--- src/rtl/pwec_pkg.sv ---
`default_nettype none
package pwec_pkg;
  // ----------------------------------------
  // timing
  // ----------------------------------------
  localparam int CLK_PERIOD_NS = 50;
  localparam int STEP_NS = 15;
  localparam int START_DELAY_NS = 100;
  localparam int START_DELAY_CYC = (START_DELAY_NS + CLK_PERIOD_NS - 1) / CLK_PERIOD_NS;
  localparam int CNT_W = 24;
  localparam int SYNC_STAGES = 3;
  // ----------------------------------------
  // reset values
  // ----------------------------------------
  localparam logic [CNT_W-1:0] RST_CNT = 24'h00_0000;
  localparam logic [15:0] RST_LINE = 16'h0000;
  typedef enum logic [2:0] {
    PWEC_IDLE,
    PWEC_WAIT_LINE,
    PWEC_START_DLY,
    PWEC_EXPOSE,
    PWEC_RO_DELAY,
    PWEC_READOUT
  } pwec_state_t;
endpackage : pwec_pkg
`default_nettype wire

--- src/rtl/pwec_if.sv ---
`default_nettype none
interface pwec_if;
  logic start;
  logic busy;
  logic last_line;
  logic line_valid_flag;
  logic line_fall;
  modport seq (output start, input busy, input last_line, input line_valid_flag, input line_fall);
  modport gen (input start, output busy, output last_line, output line_valid_flag, output line_fall);
endinterface : pwec_if
`default_nettype wire

--- src/rtl/pwec_line_gen.sv ---
`default_nettype none
module pwec_line_gen
  import pwec_pkg::*;
(
  // clock and reset
  input wire logic clk_sys_i,
  input wire logic rst_i,
  // geometry
  input wire logic [15:0] lines_i,
  input wire logic [15:0] line_len_i,
  input wire logic [15:0] line_gap_i,
  // link to sequencer
  pwec_if.gen lnk
);
  import pwec_pkg::*;
  logic [15:0] line_cnt;
  logic [15:0] pix_cnt;
  logic active;
  logic in_line;
  wire end_seg = (in_line && pix_cnt >= line_len_i - 16'h0001) || (!in_line && pix_cnt >= line_gap_i);
  wire last = (line_cnt >= lines_i - 16'h0001);
  always_ff @(posedge clk_sys_i)
  begin
    if (rst_i)
    begin
      active <= 1'b0;
      in_line <= 1'b0;
      line_cnt <= RST_LINE;
      pix_cnt <= RST_LINE;
    end
    else if (!active)
    begin
      active <= lnk.start;
      in_line <= lnk.start;
      line_cnt <= RST_LINE;
      pix_cnt <= RST_LINE;
    end
    else if (end_seg)
    begin
      pix_cnt <= RST_LINE;
      in_line <= !in_line;
      if (in_line)
      begin
        line_cnt <= line_cnt + 16'h0001;
        if (last)
          active <= 1'b0;
      end
    end
    else
      pix_cnt <= pix_cnt + 16'h0001;
  end
  // one line per valid row
  assign lnk.line_valid_flag = active && in_line;
  assign lnk.line_fall = active && in_line && end_seg;
  assign lnk.last_line = last;
  assign lnk.busy = active;
endmodule : pwec_line_gen
`default_nettype wire

--- src/rtl/pwec_core.sv ---
`default_nettype none
module pwec_core
  import pwec_pkg::*;
#(
  parameter int CW = CNT_W
)
(
  // clock and reset
  input wire logic clk_sys_i,
  input wire logic rst_i,
  // trigger sources
  input wire logic trig_pin_i,
  input wire logic sw_trig_i,
  input wire logic [CW-1:0] sw_expo_cyc_i,
  // configuration
  input wire logic [CW-1:0] ro_delay_cyc_i,
  input wire logic [15:0] lines_i,
  input wire logic [15:0] line_len_i,
  input wire logic [15:0] line_gap_i,
  // sensor side
  output logic integrate_o,
  output logic frame_valid_flag_o,
  output logic line_valid_flag_o,
  output logic busy_o
);
  import pwec_pkg::*;
  // ----------------------------------------
  // trigger synchroniser
  // ----------------------------------------
  logic [SYNC_STAGES-1:0] sync;
  logic trig_lvl;
  always_ff @(posedge clk_sys_i)
  begin
    if (rst_i)
      sync <= '0;
    else
      sync <= {sync[SYNC_STAGES-2:0], trig_pin_i};
  end
  // change only counts once stages two and three agree
  always_ff @(posedge clk_sys_i)
  begin
    if (rst_i)
      trig_lvl <= 1'b0;
    else if (sync[1] == sync[2])
      trig_lvl <= sync[2];
  end
  logic trig_q;
  always_ff @(posedge clk_sys_i)
  begin
    if (rst_i)
      trig_q <= 1'b0;
    else
      trig_q <= trig_lvl;
  end
  wire trig_rise = trig_lvl && !trig_q;
  wire trig_fall = !trig_lvl && trig_q;
  // ----------------------------------------
  // sequencer
  // ----------------------------------------
  pwec_if lnk ();
  pwec_line_gen u_lines (
    .clk_sys_i(clk_sys_i),
    .rst_i(rst_i),
    .lines_i(lines_i),
    .line_len_i(line_len_i),
    .line_gap_i(line_gap_i),
    .lnk(lnk)
  );
  pwec_state_t state;
  pwec_state_t next_state;
  logic [CW-1:0] cnt;
  logic [CW-1:0] next_cnt;
  logic sw_mode;
  logic next_sw_mode;
  logic frame_valid_flag;
  assign frame_valid_flag = lnk.busy;
  wire cnt_zero = (cnt == '0);
  // pending trigger: pin rise or software request
  wire any_trig = trig_rise || sw_trig_i;
  // exposure end: pin fall or software count done; pulse length per frame
  wire expo_end = sw_mode ? cnt_zero : trig_fall;
  always_comb
  begin
    next_state = state;
    next_cnt = cnt;
    next_sw_mode = sw_mode;
    unique case (state)
      PWEC_IDLE, PWEC_READOUT:
      begin
        if (any_trig && (state == PWEC_IDLE || frame_valid_flag))
        begin
          next_sw_mode = !trig_rise;
          next_cnt = sw_expo_cyc_i;
          // overlap aligns to line timing
          next_state = frame_valid_flag ? PWEC_WAIT_LINE : PWEC_START_DLY;
          if (!frame_valid_flag)
            next_cnt = CW'(START_DELAY_CYC);
        end
        else if (state == PWEC_READOUT && !frame_valid_flag)
          next_state = PWEC_IDLE;
      end
      PWEC_WAIT_LINE:
      begin
        if (lnk.line_fall)
          next_state = PWEC_EXPOSE;
        else if (!frame_valid_flag)
          next_state = PWEC_EXPOSE;
      end
      PWEC_START_DLY:
      begin
        next_cnt = cnt - CW'(1);
        if (cnt <= CW'(1))
        begin
          next_state = PWEC_EXPOSE;
          next_cnt = sw_expo_cyc_i;
        end
      end
      PWEC_EXPOSE:
      begin
        if (sw_mode && !cnt_zero)
          next_cnt = cnt - CW'(1); // whole clock steps
        // falling edge relies on frame valid low
        if (expo_end && !frame_valid_flag)
        begin
          next_cnt = ro_delay_cyc_i;
          next_state = PWEC_RO_DELAY;
        end
      end
      PWEC_RO_DELAY:
      begin
        next_cnt = cnt - CW'(1);
        if (cnt_zero)
        begin
          next_cnt = '0;
          next_state = PWEC_READOUT;
        end
      end
    endcase
  end
  always_ff @(posedge clk_sys_i)
  begin
    if (rst_i)
    begin
      state <= PWEC_IDLE;
      cnt <= RST_CNT;
      sw_mode <= 1'b0;
    end
    else
    begin
      state <= next_state;
      cnt <= next_cnt;
      sw_mode <= next_sw_mode;
    end
  end
  // kick line generator as readout starts
  assign lnk.start = (state == PWEC_RO_DELAY) && cnt_zero;
  // ----------------------------------------
  // outputs
  // ----------------------------------------
  logic integ;
  always_ff @(posedge clk_sys_i)
  begin
    if (rst_i)
      integ <= 1'b0;
    else
      integ <= (next_state == PWEC_EXPOSE);
  end
  assign integrate_o = integ;
  assign frame_valid_flag_o = frame_valid_flag;
  assign line_valid_flag_o = lnk.line_valid_flag;
  assign busy_o = (state != PWEC_IDLE);
  // ----------------------------------------
  // checks
  // ----------------------------------------
  a_ro_delay_load: assert property (@(posedge clk_sys_i) disable iff (rst_i)
    (state == PWEC_EXPOSE && next_state == PWEC_RO_DELAY) |=> cnt == $past(ro_delay_cyc_i))
    else $error("readout delay not loaded");
  a_ro_delay_end: assert property (@(posedge clk_sys_i) disable iff (rst_i)
    (state == PWEC_RO_DELAY && cnt_zero) |=> state == PWEC_READOUT ##1 frame_valid_flag)
    else $error("readout not started after delay");
  a_expo_rise: assert property (@(posedge clk_sys_i) disable iff (rst_i)
    (state == PWEC_IDLE && trig_rise) |-> ##[1:8] integ)
    else $error("no integration after trigger");
  a_expo_fall: assert property (@(posedge clk_sys_i) disable iff (rst_i)
    (state == PWEC_EXPOSE && !sw_mode && trig_fall && !frame_valid_flag) |=> !integ && state == PWEC_RO_DELAY)
    else $error("integration not ended on falling edge");
  a_overlap_wait: assert property (@(posedge clk_sys_i) disable iff (rst_i)
    (state == PWEC_WAIT_LINE && frame_valid_flag && !lnk.line_fall) |=> !integ)
    else $error("exposure began before line fall");
  a_start_delay: assert property (@(posedge clk_sys_i) disable iff (rst_i)
    (state == PWEC_IDLE && trig_rise) |=> state == PWEC_START_DLY ##1 !integ)
    else $error("short start delay wrong");
  a_sw_trig: assert property (@(posedge clk_sys_i) disable iff (rst_i)
    (state == PWEC_IDLE && sw_trig_i && !trig_rise) |=> sw_mode && state == PWEC_START_DLY)
    else $error("software trigger ignored");
  a_sw_count: assert property (@(posedge clk_sys_i) disable iff (rst_i)
    (state == PWEC_EXPOSE && sw_mode && !cnt_zero) |=> cnt == $past(cnt) - CW'(1))
    else $error("exposure count not stepping");
  a_line_valid_flag_in_frame_valid_flag: assert property (@(posedge clk_sys_i) disable iff (rst_i)
    line_valid_flag_o |-> frame_valid_flag_o)
    else $error("line valid outside frame");
  c_no_overlap: cover property (@(posedge clk_sys_i) disable iff (rst_i)
    state == PWEC_START_DLY ##[1:20] state == PWEC_EXPOSE);
  c_overlap: cover property (@(posedge clk_sys_i) disable iff (rst_i)
    state == PWEC_WAIT_LINE ##1 state == PWEC_EXPOSE);
  c_readout: cover property (@(posedge clk_sys_i) disable iff (rst_i)
    state == PWEC_RO_DELAY ##1 state == PWEC_READOUT);
endmodule : pwec_core
`default_nettype wire

--- config.mk ---
export PLATFORM = sky130hd
export DESIGN_NAME = pwec_core
export DESIGN_NICKNAME = d
export VERILOG_FILES = /design/src/rtl/pwec_pkg.sv /design/src/rtl/pwec_if.sv /design/src/rtl/pwec_line_gen.sv /design/src/rtl/pwec_core.sv
export SDC_FILE = /design/constraint.sdc
export NUM_CORES = 1
export LEC_CHECK = 0
export BUFFER_PORTS_ARGS = -buffer_cell sky130_fd_sc_hd__clkbuf_2
export CORE_ASPECT_RATIO = 0.8
export CORE_MARGIN = 2
export CORE_UTILIZATION = 30
export CTS_CLUSTER_DIAMETER = 150
export DETAILED_ROUTE_END_ITERATION = 8
export GPL_ROUTABILITY_DRIVEN = 0
export GPL_TIMING_DRIVEN = 0
export PLACE_DENSITY_LB_ADDON = 0.12
export SYNTH_ARGS = -nofsm -noshare
export SYNTH_HDL_FRONTEND = slang
export SYNTH_HIERARCHICAL = 1
export SYNTH_SLANG_ARGS = --single-unit
--- constraint.sdc ---
create_clock -name clk_sys_i -period 3.4 [get_ports clk_sys_i]
set_input_delay 0.68 -clock clk_sys_i [delete_from_list [all_inputs] [get_ports clk_sys_i]]
set_output_delay 0.68 -clock clk_sys_i [all_outputs]
set_load 0.005 [all_outputs]
==> run_results.csv, run 1 <==
group,metric,value,unit
outcome,status,"finished with violations",
outcome,violations,"negative setup slack",
timing,fin_ws,-0.01260,ns
detailed_routing,routed_wl,17.73,mm
synth,async_reset_ff_share,0,%
critical_path,cp_max_fo,3,
place,dp_hpwl,13.75,mm
layout,post-route-util,38.77,%
detailed_routing,wl_per_cell,16.24,um
timing,totalNegativeSetupSlack,-0.01260,ns
pwr,power_density,755.3,mW/mm2
detailed_routing,vias_per_cell,5.334,
place,dp_cells,1058,
die,fp.dieH,127.0,um
synth,synth_area,0.005670,mm2
layout,nets,988,
critical_path,setup.worst_path.class,"input port to flip-flop",
cts,root_buffer,"clkbuf_16",
timing,setup_viol,1,
global_routing,antenna_found_initial,0,
synth,synth_nets,856,
layout,instances_no_fill,1092,
synth,yosys_warnings,6,
pwr,p_total,5.369,mW
cts,ctsHtreeMaxLevel,3,
die,coreArea,0.01833,mm2
timing,fmax,0.2930,GHz
global_routing,grt_max_degree,14,
cts,clock_sinks,68,
timing,tightest_slew,0.8330,ns
detailed_routing,dr.pass1.iters,7,
pwr,leakage,2.795,nW
cts,cts_buffers,9,
die,pin_count,104,
cts,cts_buffer_depth,2,
timing,finalCriticalPeriod,3.413,ns
place,io_buffers,103,
timing,slew_viol_final,0,
timing,period_share,100.4,%
global_routing,grt_util_met1,24.84,%
detailed_routing,drt_iter0_drc,434,
hold_path,hold_path_depth,2,
global_routing,grt_use_met2,27.44,%
layout,num-fill-cells,1890,
timing,grt_setup_unrepaired,"true",
global_routing,overflow,0,
critical_path,worstPathRequired,3.63,ns
cts,path_clk_slew,0.06,ns
global_routing,grt_use_met3,3.324,%
hold_path,min_path_type,"flip-flop to flip-flop",
global_routing,grt_pass1_wl,28.24,mm
die,initial_core_util,30.93,%
detailed_routing,num_vias,5825,
timing,clock_skew,0.008476,ns
layout,multi_input_area,0.004136,mm2
layout,area_growth_syn_to_layout,25.35,%
timing,finalHoldViolCount,0,
critical_path,reg2reg_depth,6,
global_routing,grt_pass1_vias,5565,
critical_path,crit_arrival,3.64,ns
synth,syn_inst,702,
layout,antenna_cells,0,
die,die_w,157.7,um
critical_path,endpoint_kind,"flip-flop",
synth,seq_area_frac_synth,24.01,%
synth,synth_seq_cells,68,
detailed_routing,ant_nets,0,
detailed_routing,route.detailed.drc,0,
critical_path,startpoint_type,"input port",
cts,clock_latency,0.34,ns
global_routing,grt_usage,17.65,%
synth,yosys.cell_types.count,73,
die,num_rows,44,
synth,avgSynthCellArea,8.078,um2
layout,ff_latch_area,0.001361,mm2
synth,synth_edf_count,0,
timing,slew_headroom,43.86,%
pwr,ir_drop,454.0,uV
die,die-area,0.02002,mm2
synth,synthFlopType,"dfxtp_1",
cts,cts_tree,"done",
global_routing,grt.busiest_layer,"met2",
flow_run,drv_cap,0,
layout,drive_gt1_share,24.43,%
==> power breakdown <==
group	leakage (nW)	total (mW)	internal [mW]	switching, mW
clock network	0.150	0.955	0.573	0.382
logic	2.09	3.28	1.17	2.10
registers	0.551	1.14	0.958	0.179
==> routing by layer <==
metal	share of wire [%]	wire, um
met1	49	8727
met2	44	7864
met3	4.7	835
met4	1.7	306
met5	0	0
==> per-stage QoR <==
stage	hold slack [ns]	instance area, um2	setup WS, ns
final	0.4593	7108	-0.01260
after global routing	0.4812	7108	-0.1979
after detailed placement	0.4490	6529	-0.6626
after global placement	0.4288	6529	-0.6363
after CTS	0.4633	6948	-0.1578
after floorplan	0.4138	5697	-0.08263
==> synth_stat cells, types with 5 or more instances <==
| cell type | count | area share, % |
|---|---|---|
| o32ai_1 | 18 | 2.8 |
| a31oi_1 | 10 | 1.1 |
| nor2b_1 | 12 | 1.3 |
| nor2_1 | 59 | 3.9 |
| nand2b_1 | 11 | 1.2 |
| xnor2_1 | 32 | 4.9 |
| buf_2 | 5 | 0.44 |
| dfxtp_1 | 68 | 24 |
| nor3b_1 | 5 | 0.66 |
| a211oi_2 | 7 | 1.5 |
| a221oi_1 | 14 | 2.2 |
| nand4_1 | 21 | 2.3 |
| a222oi_1 | 8 | 1.4 |
| a21oi_1 | 43 | 3.8 |
| o21ai_0 | 15 | 1.3 |
| clkbuf_1 | 19 | 1.3 |
| nor3_1 | 27 | 2.4 |
| and2_1 | 10 | 1.1 |
| nor3_2 | 12 | 2.1 |
| xor2_1 | 17 | 2.6 |
| ha_1 | 54 | 12 |
| and3_1 | 8 | 0.88 |
| inv_1 | 50 | 3.3 |
| nand3_1 | 34 | 3.0 |
| nand2_1 | 53 | 3.5 |
| nor4_1 | 10 | 1.1 |
==> repair_timing <==
item,in CTS,in global routing
setup buffers,8,9
endpoints found under the setup margin,14,35
pin swaps,10,15
cloned,1,0
hold buffers,0,0
resized for setup,14,21
==> final timing paths <==
check	start	endpoint	slack, ns
max reg2reg	cnt[6]	cnt[17]	0.41
min	sync[2]	trig_lvl	0.46
max	line_len_i[2]	integrate_o	-0.01
min reg2reg	sync[2]	trig_lvl	0.46
==> sequential cells by signal (all words and copies together), names as in the netlist <==
signal            cells
cnt                  24
u_lines/line_cnt     16
u_lines/pix_cnt      16
state                 3
sync                  3
integrate_o           1
sw_mode               1
trig_lvl              1
trig_q                1
u_lines/in_line       1
u_lines/lnk.busy      1
==> critical path, cell delays in order <==
cell and delay, ns:
buf_2 0.14, nor2_4 0.13, nand2_4 0.07, nor4_4 0.17, nand2_2 0.13, buf_6 0.14, buf_4 0.13, nor2_4 0.13
xnor2_2 0.08, ha_1 0.31, nand4_1 0.12, nor2_1 0.07, a221oi_2 0.27, and2_4 0.19, nor2b_1 0.04, inv_1 0.08
a21oi_2 0.06, o31a_1 0.30, o221a_2 0.24, and3_4 0.16
==> logic make-up (layout without fill, tap and decap cells) <==
logic type                 after synthesis  count (layout)  synth area share (%)
and+or+nand+nor                        283             283                 27.18
AOI/OAI and AO/OA                      165             165                 22.75
buffers and inverters                   78             215                 5.671
DFF                                     68              68                 24.01
adders and majority gates               54              54                 11.92
xor gates and xnor gates                49              49                 7.568
muxes                                    5               5                0.9047
==> layout make-up <==
| cell class | instances | area share, % |
|---|---|---|
| Buffer | 28 | 1.883 |
| Clock buffer | 9 | 3.168 |
| Clock inverter | 7 | 1.056 |
| Inverter | 50 | 2.711 |
| Multi-Input combinational cell | 556 | 58.19 |
| Sequential cell | 68 | 19.15 |
| Tap cell | 253 | 4.453 |
| Timing Repair Buffer | 121 | 9.382 |
==> layout by cell type (no fill, tap or decap), drive strengths merged, types with 15 or more instances in the layout <==
master,synthesis,routed
a21oi,48,48
nand2,53,53
a221oi,15,15
nand3,34,34
xnor2,32,32
nand4,22,22
o21ai,16,16
o32ai,18,18
dfxtp,68,68
clkbuf,19,128
xor2,17,17
ha,54,54
nor2,59,59
buf,9,30
nor3,39,39
inv,50,52
Note: power is estimated with default switching activity, not from simulation.
==> inputs of run 2 (changes only) <==
==> constraint.sdc (replaced) <==
create_clock -name clk_sys_i -period 3.4 [get_ports clk_sys_i]
set_input_delay 0.17 -clock clk_sys_i [delete_from_list [all_inputs] [get_ports clk_sys_i]]
set_output_delay 0.17 -clock clk_sys_i [all_outputs]
set_load 0.005 [all_outputs]
==> run_results.csv, run 2 (same netlist as run 1, synthesis figures left out) <==
group,metric,value,unit
global_routing,grt_pass1_vias,5444,
critical_path,cp_max_fo,4,
detailed_routing,drt_iter0_drc,476,
timing,grt_setup_unrepaired,"false",
timing,slew_viol_final,0,
layout,area_growth_syn_to_layout,21.38,%
detailed_routing,routed_wl,17.45,mm
timing,totalNegativeSetupSlack,0,ns
layout,final_common_cell,"clkbuf_2",
cts,ctsHtreeMaxLevel,3,
die,pin_count,104,
timing,fmax,0.3120,GHz
critical_path,startpoint_type,"input port",
die,initial_core_util,30.93,%
detailed_routing,route.detailed.drc,0,
global_routing,grt_usage,17.51,%
layout,regMostFlops,"cnt",
place,dp_slack,-0.5492,ns
die,num_rows,44,
flow_run,drv_cap,0,
place,dp_hpwl,13.84,mm
hold_path,min_path_type,"input port to flip-flop",
cts,cts_hold_buf,0,
detailed_routing,vias_per_cell,5.304,
global_routing,antenna_found_initial,0,
die,die-area,0.02002,mm2
place,dp_cells,1058,
global_routing,grt_max_degree,12,
die,die_w,157.7,um
cts,clock_sinks,68,
layout,nets,972,
layout,largestRegisters,"cnt (24), u_lines/line_cnt (16), u_lines/pix_cnt (16)",
cts,path_clk_slew,0.06,ns
cts,root_buffer,"clkbuf_16",
outcome,status,"complete, no violations",
layout,num-fill-cells,1935,
pwr,ir_drop,413.6,uV
die,coreArea,0.01833,mm2
pwr,power_density,776.3,mW/mm2
cts,cts_buffers,9,
global_routing,grt_pass1_wl,28.10,mm
global_routing,overflow,0,
layout,layout_common_cells,"clkbuf_2 (103), dfxtp_1 (68), nor2_1 (59)",
die,fp.dieH,127.0,um
pwr,leakage,2.686,nW
cts,cts_buffer_depth,2,
timing,clock_skew,0.007071,ns
timing,tightest_slew,0.8615,ns
cts,clock_latency,0.34,ns
timing,finalHoldViolCount,0,
timing,period_share,94.26,%
layout,drive_gt1_share,21.14,%
detailed_routing,wl_per_cell,16.22,um
critical_path,endpoint_kind,"flip-flop",
critical_path,worstPathRequired,3.63,ns
detailed_routing,dr.pass1.iters,5,
cts,cts_tree,"done",
layout,instances_no_fill,1076,
pwr,p_total,5.343,mW
timing,slew_headroom,41.94,%
critical_path,crit_arrival,3.43,ns
timing,finalCriticalPeriod,3.205,ns
timing,fin_ws,0.1953,ns
critical_path,setup.worst_path.class,"input port to flip-flop",
place,io_buffers,103,
layout,largest_reg_flops,24,
timing,setup_viol,0,
detailed_routing,ant_nets,0,
detailed_routing,num_vias,5707,
layout,antenna_cells,0,
[run 2: cell count changes in the layout (fill, tap and decap cells not counted), sizes merged]
| cell | delta |
|---|---|
| clkinv | -4 |
| buf | -19 |
| clkbuf | +7 |
| clkinvlp | +2 |
| inv | -2 |
[run 2: power by group]
| group | leakage, nW | switching [mW] | internal, mW |
|---|---|---|---|
| registers | 0.551 | 0.176 | 0.958 |
| logic | 1.99 | 2.09 | 1.16 |
| clock network | 0.142 | 0.354 | 0.608 |
[run 2: path summary, 6_finish.rpt]
check,start,slack (ns),to,depth (start not counted)
max,line_len_i[0],0.20,integrate_o,19
min,trig_pin_i,0.07,sync[0],2
min reg2reg,sync[0],0.45,sync[1],1
max reg2reg,cnt[6],0.41,cnt[17],6
[run 2: layout make-up]
class	instances	area (um2)	share of cell area (%)
plain buffers	28	133.9	1.945
clock buffers	13	260.3	3.781
clock inverters	3	45.04	0.6544
inverters	50	187.7	2.727
multi-input cells	556	4048	58.81
flip-flops and latches	68	1361	19.78
well taps	253	316.6	4.599
repair buffers	105	530.5	7.708
[run 2: worst max-delay path: stages]
cell and delay, ns:
clkbuf_2 0.09, inv_1 0.07, ha_1 0.20, nand2_2 0.11, nor4_4 0.38, nand2_2 0.15
nor4_4 0.18, xnor2_1 0.16, ha_1 0.29, a21oi_1 0.16, nand2_1 0.10, a221oi_2 0.31
and2_4 0.20, nor2b_1 0.05, inv_1 0.06, a21oi_1 0.07, o31a_1 0.26, o221a_2 0.24
and3_1 0.16
[run 2: routing by layer]
metal / share of wire (%) / routed length (um) / GRT usage (%) / vias up
met2: 42 / 7340 / 25.88 / 172
met4: 1.0 / 182 / 3.850 / 0
met1: 51 / 8940 / 26.08 / 2656
met5: 0 / 0 / 0 / -
met3: 5.7 / 986 / 3.460 / 17
li1: - / - / - / 2862
[run 2: what timing repair did]
item,CTS,global route
pin swaps,0,4
endpoints found under the setup margin,2,14
buffers inserted,0,2
resized for setup,1,9
[run 2: per-stage QoR]
stage	utilization, %	instance area [um2]	hold slack (ns)
global placement	35.47	6502	0.3919
global route	37.54	6883	0.08063
CTS	37.17	6814	0.06338
floorplan	-	5670	0.2982
detailed placement	35.47	6502	0.3923
finish	37.54	6883	0.07218
==> inputs of run 3 (changes only) <==
CORE_UTILIZATION = 31   (was 30)
==> run_results.csv, run 3 (same netlist as run 1, synthesis figures left out) <==
group,metric,value,unit
pwr,leakage,2.686,nW
critical_path,r2r-end,"cnt[17]",
timing,period_share,92.79,%
die,die-area,0.01940,mm2
timing,slew_headroom,46.15,%
pwr,ir_drop,409.5,uV
die,die_w,155.2,um
die,initial_core_util,31.40,%
die,num_rows,44,
layout,layout_common_cells,"clkbuf_2 (103), dfxtp_1 (68), nor2_1 (59)",
global_routing,grt_use_met2,26.77,%
timing,clock_skew,0.01070,ns
critical_path,endpoint_kind,"flip-flop",
hold_path,min_path_type,"input port to flip-flop",
global_routing,grt_usage,17.76,%
timing,finalCriticalPeriod,3.155,ns
detailed_routing,vias_per_cell,5.402,
layout,instances_no_fill,1052,
layout,drive_gt1_share,21.17,%
detailed_routing,wl_per_cell,16.34,um
critical_path,worstPathRequired,3.63,ns
cts,clock_sinks,68,
detailed_routing,ant_nets,0,
die,coreArea,0.01806,mm2
global_routing,grt_use_met3,2.738,%
cts,cts_buffers,9,
critical_path,crit_arrival,3.38,ns
die,pin_count,104,
global_routing,grt_max_degree,12,
die,fp.dieH,125.0,um
cts,root_buffer,"clkbuf_16",
global_routing,grt.busiest_layer,"met2",
detailed_routing,routed_wl,17.19,mm
global_routing,antenna_found_initial,0,
cts,cts_tree,"done",
detailed_routing,route.detailed.drc,0,
timing,finalHoldViolCount,0,
detailed_routing,num_vias,5683,
global_routing,grt_pass1_vias,5395,
layout,largest_reg_flops,24,
critical_path,cp_max_fo,4,
layout,regMostFlops,"cnt",
cts,ctsHtreeMaxLevel,3,
hold_path,hold_path.startpoint,"trig_pin_i",
layout,final_common_cell,"clkbuf_2",
outcome,status,"complete, no violations",
flow_run,drv_cap,0,
cts,path_clk_slew,0.05,ns
pwr,p_total,5.371,mW
detailed_routing,dr.pass1.iters,6,
timing,setup_viol,0,
hold_path,hold_path_depth,2,
place,io_buffers,103,
timing,slew_viol_final,0,
timing,fmax,0.3170,GHz
timing,tightest_slew,0.8023,ns
timing,whs,0.07658,ns
global_routing,grt_util_met1,26.19,%
layout,antenna_cells,0,
cts,cts_buffer_depth,2,
critical_path,setup.worst_path.class,"input port to flip-flop",
critical_path,reg2reg_depth,6,
pwr,power_density,783.9,mW/mm2
critical_path,rr_startpoint,"cnt[2]",
critical_path,startpoint_type,"input port",
place,dp_hpwl,13.66,mm
global_routing,overflow,0,
cts,clock_latency,0.34,ns
place,dp_cells,1035,
layout,largestRegisters,"cnt (24), u_lines/line_cnt (16), u_lines/pix_cnt (16)",
critical_path,rrSetupSlack,0.41,ns
layout,area_growth_syn_to_layout,20.83,%
hold_path,min_to,"sync[0]",
detailed_routing,drt_iter0_drc,399,
global_routing,grt_pass1_wl,27.83,mm
layout,nets,972,
[run 3: cell types whose count changed in the layout (fill, tap and decap cells not counted), sizes merged]
cell / delta
bufinv: +1
clkbuf: -3
clkinv: +2
clkinvlp: -1
[run 3: worst max-delay path by stage]
stage / to / startpoint
final: integrate_o / line_len_i[0]
after global routing: integrate_o / line_len_i[0]
after floorplan: integrate_o / line_len_i[0]
after global placement: integrate_o / line_len_i[0]
after CTS: integrate_o / line_len_i[0]
after detailed placement: integrate_o / line_len_i[0]
[run 3: metal layers]
| metal | wire length [um] | share of wire (%) |
|---|---|---|
| met2 | 7366 | 43 |
| met1 | 8596 | 50 |
| met5 | 0 | 0 |
| met4 | 268 | 1.6 |
| met3 | 962 | 5.6 |
[run 3: worst max-delay path, stage by stage]
cell and delay, ns:
clkbuf_2 0.09, inv_1 0.08, ha_2 0.20, nand2_2 0.09
nor4_4 0.38, nand2_2 0.14, nor4_4 0.19, xnor2_2 0.10
ha_1 0.35, a21oi_1 0.15, nand2_1 0.09, a221oi_2 0.30
and2_4 0.21, nor2b_1 0.04, inv_1 0.06, a21oi_1 0.07
o31a_1 0.26, o221a_2 0.24, and3_1 0.16
[run 3: repair_timing]
item,4_1_cts,5_1_grt
hold buffers,0,0
endpoints found under the hold margin,0,0
gates resized for setup,1,9
buffers inserted,0,2
setup endpoints to repair,2,16
gates cloned,0,0
pin swaps,0,4
[run 3: power by group]
part | internal, mW | switching [mW] | leakage [nW]
combinational | 1.16 | 2.10 | 1.99
sequential | 0.958 | 0.175 | 0.551
clock | 0.635 | 0.344 | 0.148
[run 3: area by class of cell]
class / count / area [um2]
Fill cell: 1897 / 11210
Buffer: 28 / 133.9
Tap cell: 230 / 287.8
Clock inverter: 5 / 77.57
Clock buffer: 10 / 229.0
Inverter: 50 / 187.7
Sequential cell: 68 / 1361
Timing Repair Buffer: 105 / 530.5
Multi-Input combinational cell: 556 / 4044
[run 3: through the flow]
step / setup WS (ns) / TNS, ns / area, um2 / utilization, %
after CTS: 0.006173 / 0 / 6787 / 37.58
after floorplan: 0.2262 / 0 / 5670 / -
after global placement: -0.4283 / -3.150 / 6474 / 35.85
after detailed placement: -0.5310 / -6.926 / 6474 / 35.85
final: 0.2452 / 0 / 6852 / 37.94
after global routing: -0.01148 / -0.01148 / 6852 / 37.94
